**src/pkg/vgsc_regs.vh**
```
// constants for the vga gain serial control block
`ifndef VGSC_REGS_VH
`define VGSC_REGS_VH
`define VGSC_WORD_BITS 16
`define VGSC_CNT_W 5
`define VGSC_CNT_ZERO 5'h00
`define VGSC_CNT_ONE 5'h01
`define VGSC_CNT_FULL 5'h10
`define VGSC_CNT_OVER 5'h11
`define VGSC_RW_BIT 15
`define VGSC_FA_HI 7
`define VGSC_FA_LO 6
`define VGSC_GAIN_HI 5
`define VGSC_GAIN_LO 0
`define VGSC_WORD_RST 16'h003f
`define VGSC_GAIN_RST 6'h3f
`define VGSC_GAIN_MIN_CODE 6'h3f
`define VGSC_GAIN_MAX_CODE 6'h00
`define VGSC_HDB_TOP 8'h28
`define VGSC_ATK_BASE 7'h04
`define VGSC_UD_BASE 6'h01
`define VGSC_MODE_PAR 2'h0
`define VGSC_MODE_SER 2'h1
`define VGSC_MODE_UD 2'h2
`endif

```
**src/core/vgsc_chan.v**
```verilog
// one amplifier channel: gain code source selection and stored serial word
`timescale 1ns/1ps
`include "vgsc_regs.vh"
module vgsc_chan (
  input wire clk_sys_i,
  input wire rstn_i,
  input wire [1:0] mode_i,
  input wire ser_wr_i,
  input wire [15:0] ser_word_i,
  input wire [5:0] par_gain_i,
  input wire par_latch_i,
  input wire ud_clk_i,
  input wire ud_dat_i,
  input wire [1:0] ud_step_i,
  output wire [15:0] stored_word_o,
  output wire [5:0] base_gain_o,
  output wire [1:0] attack_step_o
);
  reg [15:0] word_q;
  reg [5:0] par_q;
  reg [5:0] ud_q;
  reg ud_clk_prev_q;
  reg [5:0] base_q;
  wire [1:0] iface;
  wire [5:0] ud_inc;
  wire [6:0] ud_up;
  wire [6:0] ud_dn;

  function [1:0] iface_of;
    input [1:0] mode;
    begin
      if (mode == `VGSC_MODE_PAR)
        iface_of = `VGSC_MODE_PAR;
      else if (mode == `VGSC_MODE_SER)
        iface_of = `VGSC_MODE_SER;
      else
        iface_of = `VGSC_MODE_UD;
    end
  endfunction

  assign iface = iface_of(mode_i); // [RULE12]
  assign ud_inc = `VGSC_UD_BASE << ud_step_i;
  // gain up means a smaller code; both ends clamp
  assign ud_up = {1'b0, ud_q} - {1'b0, ud_inc};
  assign ud_dn = {1'b0, ud_q} + {1'b0, ud_inc};

  always @(posedge clk_sys_i or negedge rstn_i)
  begin
    if (!rstn_i)
    begin
      word_q <= `VGSC_WORD_RST;
      par_q <= `VGSC_GAIN_RST;
      ud_q <= `VGSC_GAIN_RST;
      ud_clk_prev_q <= 1'b0;
      base_q <= `VGSC_GAIN_RST;
    end
    else
    begin
      ud_clk_prev_q <= ud_clk_i;
      // ignored bits are kept only so readback returns the written pattern
      if (ser_wr_i && iface == `VGSC_MODE_SER) // [RULE11]
      begin
        word_q <= ser_word_i; // [RULE3] [RULE4] [RULE5]
        word_q[`VGSC_RW_BIT] <= 1'b0;
      end
      if (iface == `VGSC_MODE_PAR && !par_latch_i)
        par_q <= par_gain_i; // [RULE11]
      if (iface == `VGSC_MODE_UD && ud_clk_i != ud_clk_prev_q) // [RULE11]
      begin
        if (ud_dat_i)
          ud_q <= ud_up[6] ? `VGSC_GAIN_MAX_CODE : ud_up[5:0]; // [RULE10]
        else if (ud_dn > {1'b0, `VGSC_GAIN_MIN_CODE})
          ud_q <= `VGSC_GAIN_MIN_CODE;
        else
          ud_q <= ud_dn[5:0];
      end
      case (iface)
        `VGSC_MODE_PAR: base_q <= par_q; // [RULE11]
        `VGSC_MODE_SER: base_q <= word_q[`VGSC_GAIN_HI:`VGSC_GAIN_LO];
        default: base_q <= ud_q;
      endcase
    end
  end

  assign stored_word_o = word_q;
  assign base_gain_o = base_q;
  assign attack_step_o = word_q[`VGSC_FA_HI:`VGSC_FA_LO]; // [RULE4]
endmodule // vgsc_chan

```
**src/core/vgsc_top.v**
```verilog
// dual channel vga gain control with 16-bit serial word interface
//
// Function
// (RULE1) code 0 is +20 dB, 63 is -11.5
// (RULE2) one 16-bit word per select-low frame
// (RULE3) write bit low loads six gain bits
// (RULE4) written step bits select attack step
// (RULE5) ignored bit positions change nothing
// (RULE6) write bit high requests readback only
// (RULE7) next frame drives stored word out
// (RULE8) after readback, device returns to write
// (RULE9) power-up input low powers channel down
// (RULE10) half dB per code, coarser via steps
// (RULE11) only selected interface changes the gain
// (RULE12) 00 parallel, 01 serial, else up/down
// (RULE13) attack input reduces gain by step; code does so in serial mode only
// (RULE14) both selects low write both channels
// (RULE15) sample on rising edge, apply at frame end
// (RULE16) attack saturates at minimum gain code
`timescale 1ns/1ps
`include "vgsc_regs.vh"
module vgsc_top (
  input wire clk_sys_i,
  input wire rstn_i,
  input wire sclk_i,
  input wire chan_a_select_n_i,
  input wire chan_b_select_n_i,
  input wire sdio_i,
  input wire chan_a_attack_trigger_i,
  input wire chan_b_attack_trigger_i,
  input wire chan_a_power_up_i,
  input wire chan_b_power_up_i,
  input wire iface_select0_i,
  input wire iface_select1_i,
  input wire [5:0] par_gain_a_i,
  input wire [5:0] par_gain_b_i,
  input wire par_latch_a_i,
  input wire par_latch_b_i,
  input wire updn_clk_a_i,
  input wire updn_dat_a_i,
  input wire updn_clk_b_i,
  input wire updn_dat_b_i,
  input wire [1:0] updn_step_i,
  output wire sdio_o,
  output wire sdio_oe_o,
  output wire [5:0] gain_code_a_o,
  output wire [5:0] gain_code_b_o,
  output wire [7:0] gain_hdb_a_o,
  output wire [7:0] gain_hdb_b_o,
  output wire chan_a_active_o,
  output wire chan_b_active_o
);
  localparam PIN_W = 30;
  localparam NCH = 2;
  // selects park high in reset, so release shows no false frame edge
  localparam [PIN_W-1:0] PIN_IDLE = {1'b0, 1'b1, 1'b1, {(PIN_W-3){1'b0}}};

  // every pin is asynchronous to clk_sys_i, two flops each
  wire [PIN_W-1:0] pin_raw;
  reg [PIN_W-1:0] meta_q;
  reg [PIN_W-1:0] sync_q;

  assign pin_raw = {sclk_i, chan_a_select_n_i, chan_b_select_n_i, sdio_i,
                    chan_b_attack_trigger_i, chan_a_attack_trigger_i,
                    chan_b_power_up_i, chan_a_power_up_i,
                    iface_select1_i, iface_select0_i,
                    par_gain_b_i, par_gain_a_i,
                    par_latch_b_i, par_latch_a_i,
                    updn_dat_b_i, updn_clk_b_i, updn_dat_a_i, updn_clk_a_i,
                    updn_step_i};

  always @(posedge clk_sys_i or negedge rstn_i)
  begin
    if (!rstn_i)
    begin
      meta_q <= PIN_IDLE;
      sync_q <= PIN_IDLE;
    end
    else
    begin
      meta_q <= pin_raw;
      sync_q <= meta_q;
    end
  end

  wire sclk_s;
  wire csa_n_s;
  wire csb_n_s;
  wire sdio_s;
  wire [NCH-1:0] attack_s;
  wire [NCH-1:0] power_s;
  wire [1:0] mode_s;
  wire [11:0] par_gain_s;
  wire [NCH-1:0] par_latch_s;
  wire [3:0] updn_s;
  wire [1:0] updn_step_s;

  assign {sclk_s, csa_n_s, csb_n_s, sdio_s, attack_s, power_s, mode_s,
          par_gain_s, par_latch_s, updn_s, updn_step_s} = sync_q;

  // serial clock edges found on the synchronised level
  reg sclk_prev_q;
  wire sclk_rise;
  wire sclk_fall;

  assign sclk_rise = sclk_s & ~sclk_prev_q;
  assign sclk_fall = ~sclk_s & sclk_prev_q;

  // frame tracking
  wire frame;
  reg frame_q;
  wire frame_start;
  wire frame_stop;
  wire ser_mode;

  assign frame = ~csa_n_s | ~csb_n_s; // [RULE2]
  assign frame_start = frame & ~frame_q;
  assign frame_stop = ~frame & frame_q;
  assign ser_mode = (mode_s == `VGSC_MODE_SER);

  reg taken_q;
  reg sel_a_q;
  reg sel_b_q;
  reg [`VGSC_CNT_W-1:0] bit_cnt_q;
  reg [15:0] rx_q;
  reg [15:0] tx_q;
  reg rd_mode_q;
  reg rd_pend_q;
  reg rd_chan_b_q;
  reg sdio_q;
  reg sdio_oe_q;
  reg [NCH-1:0] wr_q;
  reg [15:0] wr_word_q;

  wire [15:0] stored_a;
  wire [15:0] stored_b;
  wire rd_hit;

  // readback runs only on the channel that took the request
  assign rd_hit = rd_pend_q & (rd_chan_b_q ? ~csb_n_s : ~csa_n_s); // [RULE14]

  always @(posedge clk_sys_i or negedge rstn_i)
  begin
    if (!rstn_i)
    begin
      sclk_prev_q <= 1'b0;
      frame_q <= 1'b0;
      taken_q <= 1'b0;
      sel_a_q <= 1'b0;
      sel_b_q <= 1'b0;
      bit_cnt_q <= `VGSC_CNT_ZERO;
      rx_q <= {16{1'b0}};
      tx_q <= {16{1'b0}};
      rd_mode_q <= 1'b0;
      rd_pend_q <= 1'b0;
      rd_chan_b_q <= 1'b0;
      sdio_q <= 1'b0;
      sdio_oe_q <= 1'b0;
      wr_q <= {NCH{1'b0}};
      wr_word_q <= {16{1'b0}};
    end
    else
    begin
      sclk_prev_q <= sclk_s;
      frame_q <= frame;
      wr_q <= {NCH{1'b0}};
      if (frame_start)
      begin
        // frames that open outside serial mode are not taken
        taken_q <= ser_mode;
        sel_a_q <= ~csa_n_s;
        sel_b_q <= ~csb_n_s;
        bit_cnt_q <= `VGSC_CNT_ZERO;
        if (ser_mode && rd_hit)
        begin
          rd_mode_q <= 1'b1; // [RULE7]
          sdio_oe_q <= 1'b1;
          sdio_q <= rd_chan_b_q ? stored_b[15] : stored_a[15];
          tx_q <= (rd_chan_b_q ? stored_b : stored_a) << 1;
        end
      end
      else if (frame && taken_q)
      begin
        if (sclk_rise)
        begin
          if (bit_cnt_q != `VGSC_CNT_OVER)
            bit_cnt_q <= bit_cnt_q + `VGSC_CNT_ONE;
          if (!rd_mode_q)
            rx_q <= {rx_q[14:0], sdio_s}; // [RULE15]
        end
        if (sclk_fall && rd_mode_q)
        begin
          sdio_q <= tx_q[15]; // [RULE7]
          tx_q <= {tx_q[14:0], 1'b0};
        end
      end
      else if (frame_stop && taken_q)
      begin
        taken_q <= 1'b0;
        if (rd_mode_q)
        begin
          // any end of the readback frame drops back to write
          rd_mode_q <= 1'b0; // [RULE8]
          rd_pend_q <= 1'b0;
          sdio_oe_q <= 1'b0;
          sdio_q <= 1'b0;
        end
        else if (bit_cnt_q == `VGSC_CNT_FULL) // [RULE2] [RULE15]
        begin
          if (rx_q[`VGSC_RW_BIT])
          begin
            // request only, gain stays as is; channel a wins if both low
            rd_pend_q <= 1'b1; // [RULE6]
            rd_chan_b_q <= ~sel_a_q;
          end
          else
          begin
            wr_q <= {sel_b_q, sel_a_q}; // [RULE14] [RULE3]
            wr_word_q <= rx_q;
          end
        end
      end
    end
  end

  // channels
  wire [15:0] stored_w [0:NCH-1];
  wire [5:0] base_w [0:NCH-1];
  wire [1:0] step_w [0:NCH-1];

  genvar ch;
  generate
    for (ch = 0; ch < NCH; ch = ch + 1)
    begin : g_chan
      vgsc_chan u_chan (
        .clk_sys_i(clk_sys_i),
        .rstn_i(rstn_i),
        .mode_i(mode_s),
        .ser_wr_i(wr_q[ch]),
        .ser_word_i(wr_word_q),
        .par_gain_i(par_gain_s[ch*6 +: 6]),
        .par_latch_i(par_latch_s[ch]),
        .ud_clk_i(updn_s[ch*2]),
        .ud_dat_i(updn_s[ch*2+1]),
        .ud_step_i(updn_step_s),
        .stored_word_o(stored_w[ch]),
        .base_gain_o(base_w[ch]),
        .attack_step_o(step_w[ch])
      );
    end
  endgenerate

  assign stored_a = stored_w[0];
  assign stored_b = stored_w[1];

  // attack steps of 2/4/8/16 dB are 4/8/16/32 codes
  function [6:0] attack_codes;
    input [1:0] step;
    begin
      attack_codes = `VGSC_ATK_BASE << step; // [RULE13]
    end
  endfunction

  function [5:0] attack_gain;
    input [5:0] code;
    input [1:0] step;
    input fire;
    reg [7:0] sum;
    begin
      sum = {2'b00, code} + {1'b0, attack_codes(step)};
      if (!fire)
        attack_gain = code;
      else if (sum > {2'b00, `VGSC_GAIN_MIN_CODE})
        attack_gain = `VGSC_GAIN_MIN_CODE; // [RULE16]
      else
        attack_gain = sum[5:0];
    end
  endfunction

  generate
    for (ch = 0; ch < NCH; ch = ch + 1)
    begin : g_out
      wire [5:0] eff;
      reg [5:0] code_q;
      reg [7:0] hdb_q;
      reg active_q;
      // attack applies only in serial mode, where its step is held
      assign eff = attack_gain(base_w[ch], step_w[ch],
                               attack_s[ch] & ser_mode); // [RULE13]
      always @(posedge clk_sys_i or negedge rstn_i)
      begin
        if (!rstn_i)
        begin
          code_q <= `VGSC_GAIN_RST;
          hdb_q <= `VGSC_HDB_TOP - {2'b00, `VGSC_GAIN_RST};
          active_q <= 1'b0;
        end
        else
        begin
          code_q <= eff;
          // half dB units, two's complement: 40 - code
          hdb_q <= `VGSC_HDB_TOP - {2'b00, eff}; // [RULE1] [RULE10]
          active_q <= power_s[ch]; // [RULE9]
        end
      end
    end
  endgenerate

  assign sdio_o = sdio_q;
  assign sdio_oe_o = sdio_oe_q;
  assign gain_code_a_o = g_out[0].code_q;
  assign gain_code_b_o = g_out[1].code_q;
  assign gain_hdb_a_o = g_out[0].hdb_q;
  assign gain_hdb_b_o = g_out[1].hdb_q;
  assign chan_a_active_o = g_out[0].active_q;
  assign chan_b_active_o = g_out[1].active_q;
endmodule // vgsc_top

```
**config.mk**
```make
export PLATFORM = sky130hd
export DESIGN_NAME = vgsc_top
export DESIGN_NICKNAME = d
export VERILOG_FILES = /design/src/core/vgsc_chan.v /design/src/core/vgsc_top.v
export VERILOG_INCLUDE_DIRS = /design/src /design/src/pkg
export SDC_FILE = /design/constraint.sdc
export NUM_CORES = 1
export LEC_CHECK = 0
export ABC_CLOCK_PERIOD_IN_PS = 5800
export BUFFER_PORTS_ARGS = -buffer_cell sky130_fd_sc_hd__buf_2
export CAP_MARGIN = 5
export CORE_ASPECT_RATIO = 1.4
export CORE_UTILIZATION = 50
export DETAILED_ROUTE_END_ITERATION = 8
export HOLD_SLACK_MARGIN = 0.05
export MAX_ROUTING_LAYER = met4
export PLACE_DENSITY = 0.72
export SLEW_MARGIN = 40
export SYNTH_ARGS = -nofsm -noshare
export SYNTH_HDL_FRONTEND = slang
export SYNTH_SLANG_ARGS = --single-unit
```
**constraint.sdc**
```tcl
create_clock -name clk_sys_i -period 5.8 [get_ports clk_sys_i]
set_input_delay 0.87 -clock clk_sys_i [delete_from_list [all_inputs] [get_ports clk_sys_i]]
set_output_delay 0.87 -clock clk_sys_i [all_outputs]
set_load 0.03 [all_outputs]
```
==> summary.txt, run 1 <==
Outcome
  – Outcome: completed

Clock network
  – Clock tree buffer depth: 3
  – CTS tree: yes
  – Root Buffer: clkbuf_16
  – # Post-CTS Setup Buffers: 0
  – TritonCTS Buffers: 22
  – CTS Hold Buffers Added: 0
  – CTS clock-pin slew for the worst setup and hold paths: approximately 0.060 ns
  – Clock Sinks: 217
  – H-tree level count: 1
  – Clock Latency Late Sink: 0.50 ns
  – CTS resizes: 0

Synthesis
  – Yosys warnings: 0
  – FF+latch count, synth: 217
  – Synth top area cells: dfrtp_1, dfstp_2, mux2_2
  – Net Count, Synth: a little over 800
  – Synth area leader: dfrtp_1
  – Syn Inst Count: 739
  – Sequential area share after synthesis: 0.584
  – Mapped cell area: 9440 µm²
  – Unique masters post-synth: 66
  – Cell with the most instances after synthesis: dfrtp_1
  – Synth Area per Inst: about 13 µm²
  – Async SR Flop Fraction: 1.00
  – Number of synthesized flops with an enable pin: 0
  – Synth top cells by count: dfrtp_1, mux2_2, dfstp_2
  – Post-synth top area share: 0.390
  – Ys flop type: dfrtp_1

Place
  – Area post-placement: around 9900 µm²
  – PortBufs: 63
  – Routability cong.: slightly above 0.9
  – Inst Count DP: 1,019
  – Detail Placement HPWL: around 11,000 µm

Finish
  – Layout cells sized above 1: 0.351
  – Area growth syn-to-layout: 13.7%
  – Final #Nets: 866
  – Post-route cell area: 10,700 µm²
  – Filler Cell Count: between 1k and 1.5k
  – Non-Filler Instances: 1,059
  – Antenna Cells: 0

Worst setup path
  – Slowest cell on the critical path: dfrtp_1
  – Worst r2r src: g_chan[1].u_chan.stored_word_o[6]
  – Crit path largest cell delay: 0.41 ns
  – CP Cell Sequence: nor2_1, ha_1, fa_1, a21o_1, a21oi_1, nor2_1, or2_2, inv_1, ha_1, inv_1, o21ai_1, xnor2_1
  – CP Data Arrival Time: around 3 ns
  – Crit Path Class: reg2reg
  – R2r worst-path depth: 12
  – Worst path bufs/invs: 2
  – RR Endpoint: gain_hdb_b_o[4]
  – Crit-path leading delay family: adder cells
  – CP Launch Type: register
  – CP endpoint kind: register
  – CP required: 6.22 ns
  – CP Launch Point: g_chan[1].u_chan.stored_word_o[6]
  – Reg2reg setup slack: 3.16 ns
  – Max FO, Critical Path: 6

Power
  – Reported leakage power: 5.02 nW
  – Pwr/cell area: 405 nW/µm²
  – Max VDD drop: 0.000366 V

Timing
  – Achievable frequency: roughly 0.38 GHz
  – Final Critical Period: 2.64 ns
  – Final setup fails: 0
  – Max Slew Vio Count: 0
  – Hold Fails Final Rpt: 0
  – Slew @ Worst Pin: 0.816 ns
  – Final Skew: 0.0173 ns
  – Final critical-path share of the clock period: 0.456
  – Slew HR: 0.455
  – Sum Neg Setup Slack: 0 ns
  – RSZ-0062 raised after global routing: false

Die
  – Num ports: 64
  – Rows: just under 60
  – Starting Density: 0.509
  – Die area: slightly below 20,000 µm²
  – Die H: between 150 and 200 µm
  – Die width: 118 µm
  – Core Region: 18,500 µm²

GRT
  – Vias in the first global route: 5,604
  – First-pass GRT wire length: 27,700 µm
  – Initial antenna violation count: 0
  – GRT Total Usage: 0.183
  – Largest net degree at the start of global routing: between 100 and 150
  – GR Overflow Total: 0

Detailed routing
  – Routed Antenna Nets: 0
  – Drt wl/cell: around 15 µm
  – Initial drt markers: 350
  – Post-route DRC: 0
  – DRT Wirelength: 16,300 µm
  – Routed vias: 5,640
  – Drt pass-1 iters: 4
  – Vias per cell: between 5 and 6

Worst hold path
  – Hold EP: sync_q[14]
  – Worst Hold Launch: meta_q[14]
  – Hold Crit Class: reg2reg
  – Worst hold stages: 0

Flow run
  – Max Cap Viol: 0
-- layout by cell type, fill, tap and decap left out, types with 8 or more instances in the layout --
| master | count |
|---|---|
| inv_1 | 37 |
| nand2_1 | 32 |
| o21ai_0 | 28 |
| dfstp_2 | 70 |
| a21o_1 | 9 |
| mux2_2 | 81 |
| mux2_4 | 8 |
| dfrtp_1 | 146 |
| nand2b_1 | 8 |
| nor2_1 | 51 |
| mux2i_1 | 29 |
| xnor2_1 | 12 |
| ha_1 | 29 |
| buf_2 | 62 |
| a21oi_1 | 46 |
| xor2_1 | 10 |
| clkbuf_16 | 22 |
-- sequential cells by signal, summed over array words and instances (netlist names), 2 cells and up --
register,cells
bit_cnt_q,5
g_chan.u_chan.base_gain_o,12
g_chan.u_chan.par_q,12
g_chan.u_chan.stored_word_o,30
g_chan.u_chan.ud_clk_prev_q,2
g_chan.u_chan.ud_q,12
gain_code_a_o,5
gain_code_b_o,5
gain_hdb_a_o,7
gain_hdb_b_o,7
meta_q,30
rx_q,16
sync_q,30
tx_q,15
wr_q,2
wr_word_q,15
-- through the flow --
stage               hold slack (ns)  worst slack, ns  total power [mW]  utilization
floorplan                     0.331             3.37              2.62            -
global placement              0.332             3.17              2.86        0.536
detailed placement            0.335             3.18              2.87        0.537
CTS                           0.345             3.16              4.39        0.579
global route                  0.344             2.90              4.58        0.579
finish                        0.343             3.16              4.35        0.579
-- report_power, final --
group,internal [mW],switching (mW)
Sequential,1.78,0.138
Combinational,0.361,0.562
Clock,0.925,0.577
Total,3.07,1.28
-- kinds of logic after synthesis --
kind of cell	count (synthesis)	synth area share
buffers and inverters	69	0.0346
DFF	217	0.584
adders and majority gates	35	0.0512
AOI/OAI and AO/OA	135	0.0912
muxes	118	0.140
xor gates and xnor gates	22	0.0204
and+or+nand+nor	143	0.0781
-- cell type report --
cell class | instances | area [µm²] | share of cell area
Sequential cell | 217 | 5520 | 0.514
Inverter | 37 | 139 | 0.0129
Tap cell | 244 | 305 | 0.0284
Multi-Input combinational cell | 453 | 3600 | 0.336
Clock buffer | 29 | 607 | 0.0565
Timing Repair Buffer | 68 | 378 | 0.0352
Clock inverter | 11 | 185 | 0.0172
-- layer usage --
layer | share of wire | track usage | up-vias
met5 | 0 | - | -
met4 | 0.023 | 0.0618 | 0
met3 | 0.041 | 0.0252 | 27
met2 | 0.50 | 0.311 | 134
met1 | 0.43 | 0.226 | 2780
li1 | - | - | 2699
-- worst max-delay path by stage --
stage | endpoint | slack (ns) | cells after the start
4_1_cts | g_chan[0].u_chan.ud_q[0] | 3.16 | 9
3_3_place_gp | tx_q[10] | 3.17 | 5
5_1_grt | gain_hdb_b_o[4] | 2.90 | 12
2_1_floorplan | gain_hdb_b_o[4] | 3.37 | 12
3_5_place_dp | g_chan[0].u_chan.ud_q[0] | 3.18 | 9
6_report | gain_hdb_b_o[4] | 3.16 | 12
-- worst reg2reg max path, cell delays in order (launching register included) --
cell,delay [ns]
dfrtp_1,0.41
nor2_1,0.07
ha_1,0.20
fa_1,0.41
a21o_1,0.21
a21oi_1,0.30
nor2_1,0.09
or2_2,0.29
inv_1,0.06
ha_1,0.16
inv_1,0.05
o21ai_1,0.18
xnor2_1,0.13
No activity file was read; power rests on OpenSTA's default activity.
==> run 2, diff against run 1 <==
--- a/config.mk
+++ b/config.mk
@@ -6,7 +6,7 @@
 export SDC_FILE = /design/constraint.sdc
 export NUM_CORES = 1
 export LEC_CHECK = 0
-export ABC_CLOCK_PERIOD_IN_PS = 5800
+export ABC_CLOCK_PERIOD_IN_PS = 2750
 export BUFFER_PORTS_ARGS = -buffer_cell sky130_fd_sc_hd__buf_2
 export CAP_MARGIN = 5
 export CORE_ASPECT_RATIO = 1.4
==> constraint.sdc (replaced) <==
create_clock -name clk_sys_i -period 2.75 [get_ports clk_sys_i]
set_input_delay 0.4125 -clock clk_sys_i [delete_from_list [all_inputs] [get_ports clk_sys_i]]
set_output_delay 0.4125 -clock clk_sys_i [all_outputs]
set_load 0.03 [all_outputs]
==> run 2 against run 1 <==
Compared with the run above: utilization rose by 1.8 points; final cell count rose by 3.9%; fmax rose by 4.7%; routed wire length rose by 6.5%; worst hold slack improved by 0.0016 ns; die area did not move; non-clock buffer count rose by 41; count of clock-buffer cells in the layout rose by 3; worst setup slack got worse by 2.9 ns; largest cell class unchanged; largest power group unchanged; highest routed layer unchanged.
==> summary.txt, run 2 (synthesized netlist as in run 1, its figures left out) <==
Place
  – Detail Placement HPWL: 11,900 µm (+7.8%)
  – Pre-CTS setup slack: 0.152 ns (-3.02 ns)
  – PortBufs: 63 (unchanged)
  – Area post-placement: 10,000 µm² (+0.77%)
  – Routability cong.: 0.881 (-3.5%)

Timing
  – RSZ-0062 raised after global routing: false
  – Sum Neg Setup Slack: 0 ns (unchanged)
  – Hold Fails Final Rpt: 0 (unchanged)
  – Slew @ Worst Pin: 0.771 ns (-0.0448 ns)
  – Slew HR: 0.485 (+0.0299)
  – Setup ws final: 0.225 ns (-2.93 ns)
  – Max Slew Vio Count: 0 (unchanged)
  – Final critical-path share of the clock period: 0.918 (+0.463)
  – Final setup fails: 0 (unchanged)
  – Final Skew: 0.0121 ns (-0.00520 ns)
  – Achievable frequency: 0.396 GHz (+4.7%)
  – Final Critical Period: 2.53 ns (-0.118 ns)

Worst setup path
  – Slowest cell on the critical path: dfrtp_1
  – Max FO, Critical Path: 6 (unchanged)
  – CP endpoint kind: register
  – Stages on worst setup path: 12 (unchanged)
  – CP Launch Type: register
  – CP required: 3.16 ns (-3.06 ns)
  – Crit-path leading delay family: adder cells
  – R2r worst-path depth: 12 (unchanged)
  – Crit Path Class: reg2reg
  – CP Data Arrival Time: 2.94 ns (-0.12 ns)
  – CP Cell Sequence: nor2_1, ha_1, fa_1, a21o_1, a21oi_1, nor2_1, or2_2, inv_1, ha_1, inv_1, o21ai_1, xnor2_1
  – Crit path largest cell delay: 0.42 ns (about the same)
  – Worst path bufs/invs: 2 (unchanged)

Outcome
  – Outcome: completed

Detailed routing
  – Initial drt markers: 269 (-23%)
  – Drt wl/cell: 15.8 µm (+2.5%)
  – Vias per cell: 5.27 (-1.1%)
  – Routed vias: 5,795 (+2.7%)
  – Post-route DRC: 0 (unchanged)
  – Routed Antenna Nets: 0 (unchanged)
  – DRT Wirelength: 17,400 µm (+6.5%)
  – Drt pass-1 iters: 4 (unchanged)

Die
  – Num ports: 64 (unchanged)
  – Rows: 59 (unchanged)
  – Die area: 19,400 µm² (unchanged)
  – Starting Density: 0.509 (unchanged)
  – Die width: 118 µm (unchanged)
  – Die H: 165 µm (unchanged)
  – Core Region: 18,500 µm² (unchanged)

Finish
  – Area growth syn-to-layout: 17.3%
  – Most frequent cells in the layout: dfrtp_1, mux2_2, dfstp_2
  – Filler Cell Count: 1,497 (+0.88%)
  – Final #Nets: 907 (+4.7%)
  – Post-route cell area: 11,100 µm² (+3.1%)
  – Antenna Cells: 0 (unchanged)
  – Commonest non-fill, non-tap cell in the layout: dfrtp_1
  – Layout cells sized above 1: 0.345 (-0.00629)

Power
  – Tot Pwr: 9.04 mW (+110%)
  – Pwr/cell area: 816 nW/µm² (+100%)
  – Max VDD drop: 0.000572 V (+57%)
  – Reported leakage power: 5.19 nW (+3.4%)

GRT
  – GR Overflow Total: 0 (unchanged)
  – Vias in the first global route: 6,016 (+7.4%)
  – First-pass GRT wire length: 29,600 µm (+6.7%)
  – Largest net degree at the start of global routing: 63 (-57%)
  – Initial antenna violation count: 0 (unchanged)
  – GRT Total Usage: 0.197 (+0.0134)

Clock network
  – Clock Sinks: 217 (unchanged)
  – H-tree level count: 1 (unchanged)
  – CTS clock-pin slew for the worst setup and hold paths: 0.06 ns (about the same)
  – Clock Latency Late Sink: 0.49 ns (about the same)
  – CTS tree: yes
  – # Post-CTS Setup Buffers: 0 (unchanged)
  – TritonCTS Buffers: 22 (unchanged)
  – Root Buffer: clkbuf_16
  – Clock tree buffer depth: 3 (unchanged)

Worst hold path
  – Worst hold stages: 0 (unchanged)
  – Hold Crit Class: reg2reg

Flow run
  – Max Cap Viol: 0 (unchanged)
## run 2: layer usage
metal	GRT usage	part of all wire
met1	0.235	0.43
met2	0.341	0.51
met3	0.0256	0.034
met4	0.0734	0.031
met5	-	0
## run 2: report_power, final
part           switching (mW)  internal [mW]
clock network            1.16           1.78
logic                    1.21          0.806
registers               0.314           3.76
total                    2.69           6.35
## run 2: metrics by stage
step	util	cells	hold WS, ns
global route	0.598	1100	0.352
finish	0.598	1100	0.345
detailed placement	0.541	1029	0.335
global placement	0.541	1029	0.332
CTS	0.597	1100	0.346
floorplan	-	739	0.117
## run 2: final timing paths
path,startpoint,endpoint,slack (ns)
max in group asynchronous,rstn_i,gain_hdb_b_o[6],1.56
min,sync_q[23],chan_b_active_o,0.34
max,g_chan[1].u_chan.stored_word_o[7],gain_hdb_b_o[4],0.22
max reg2reg,g_chan[1].u_chan.stored_word_o[7],gain_hdb_b_o[4],0.22
min in group asynchronous,rstn_i,tx_q[3],0.45
min reg2reg,sync_q[23],chan_b_active_o,0.34
## run 2: area by class of cell
type / instances / area [µm²] / area share
tap: 244 / 305 / 0.0276
timing repair buffer: 109 / 772 / 0.0697
inverter: 37 / 139 / 0.0125
sequential: 217 / 5520 / 0.498
clock buffer: 32 / 671 / 0.0606
clock inverter: 8 / 65.1 / 0.00588
multi-input combinational: 453 / 3600 / 0.325
## run 2: repair_timing
action	CTS	global route
setup endpoints to repair	0	1
hold endpoints to repair	43	0
resized for setup	0	1
hold buffers	31	0
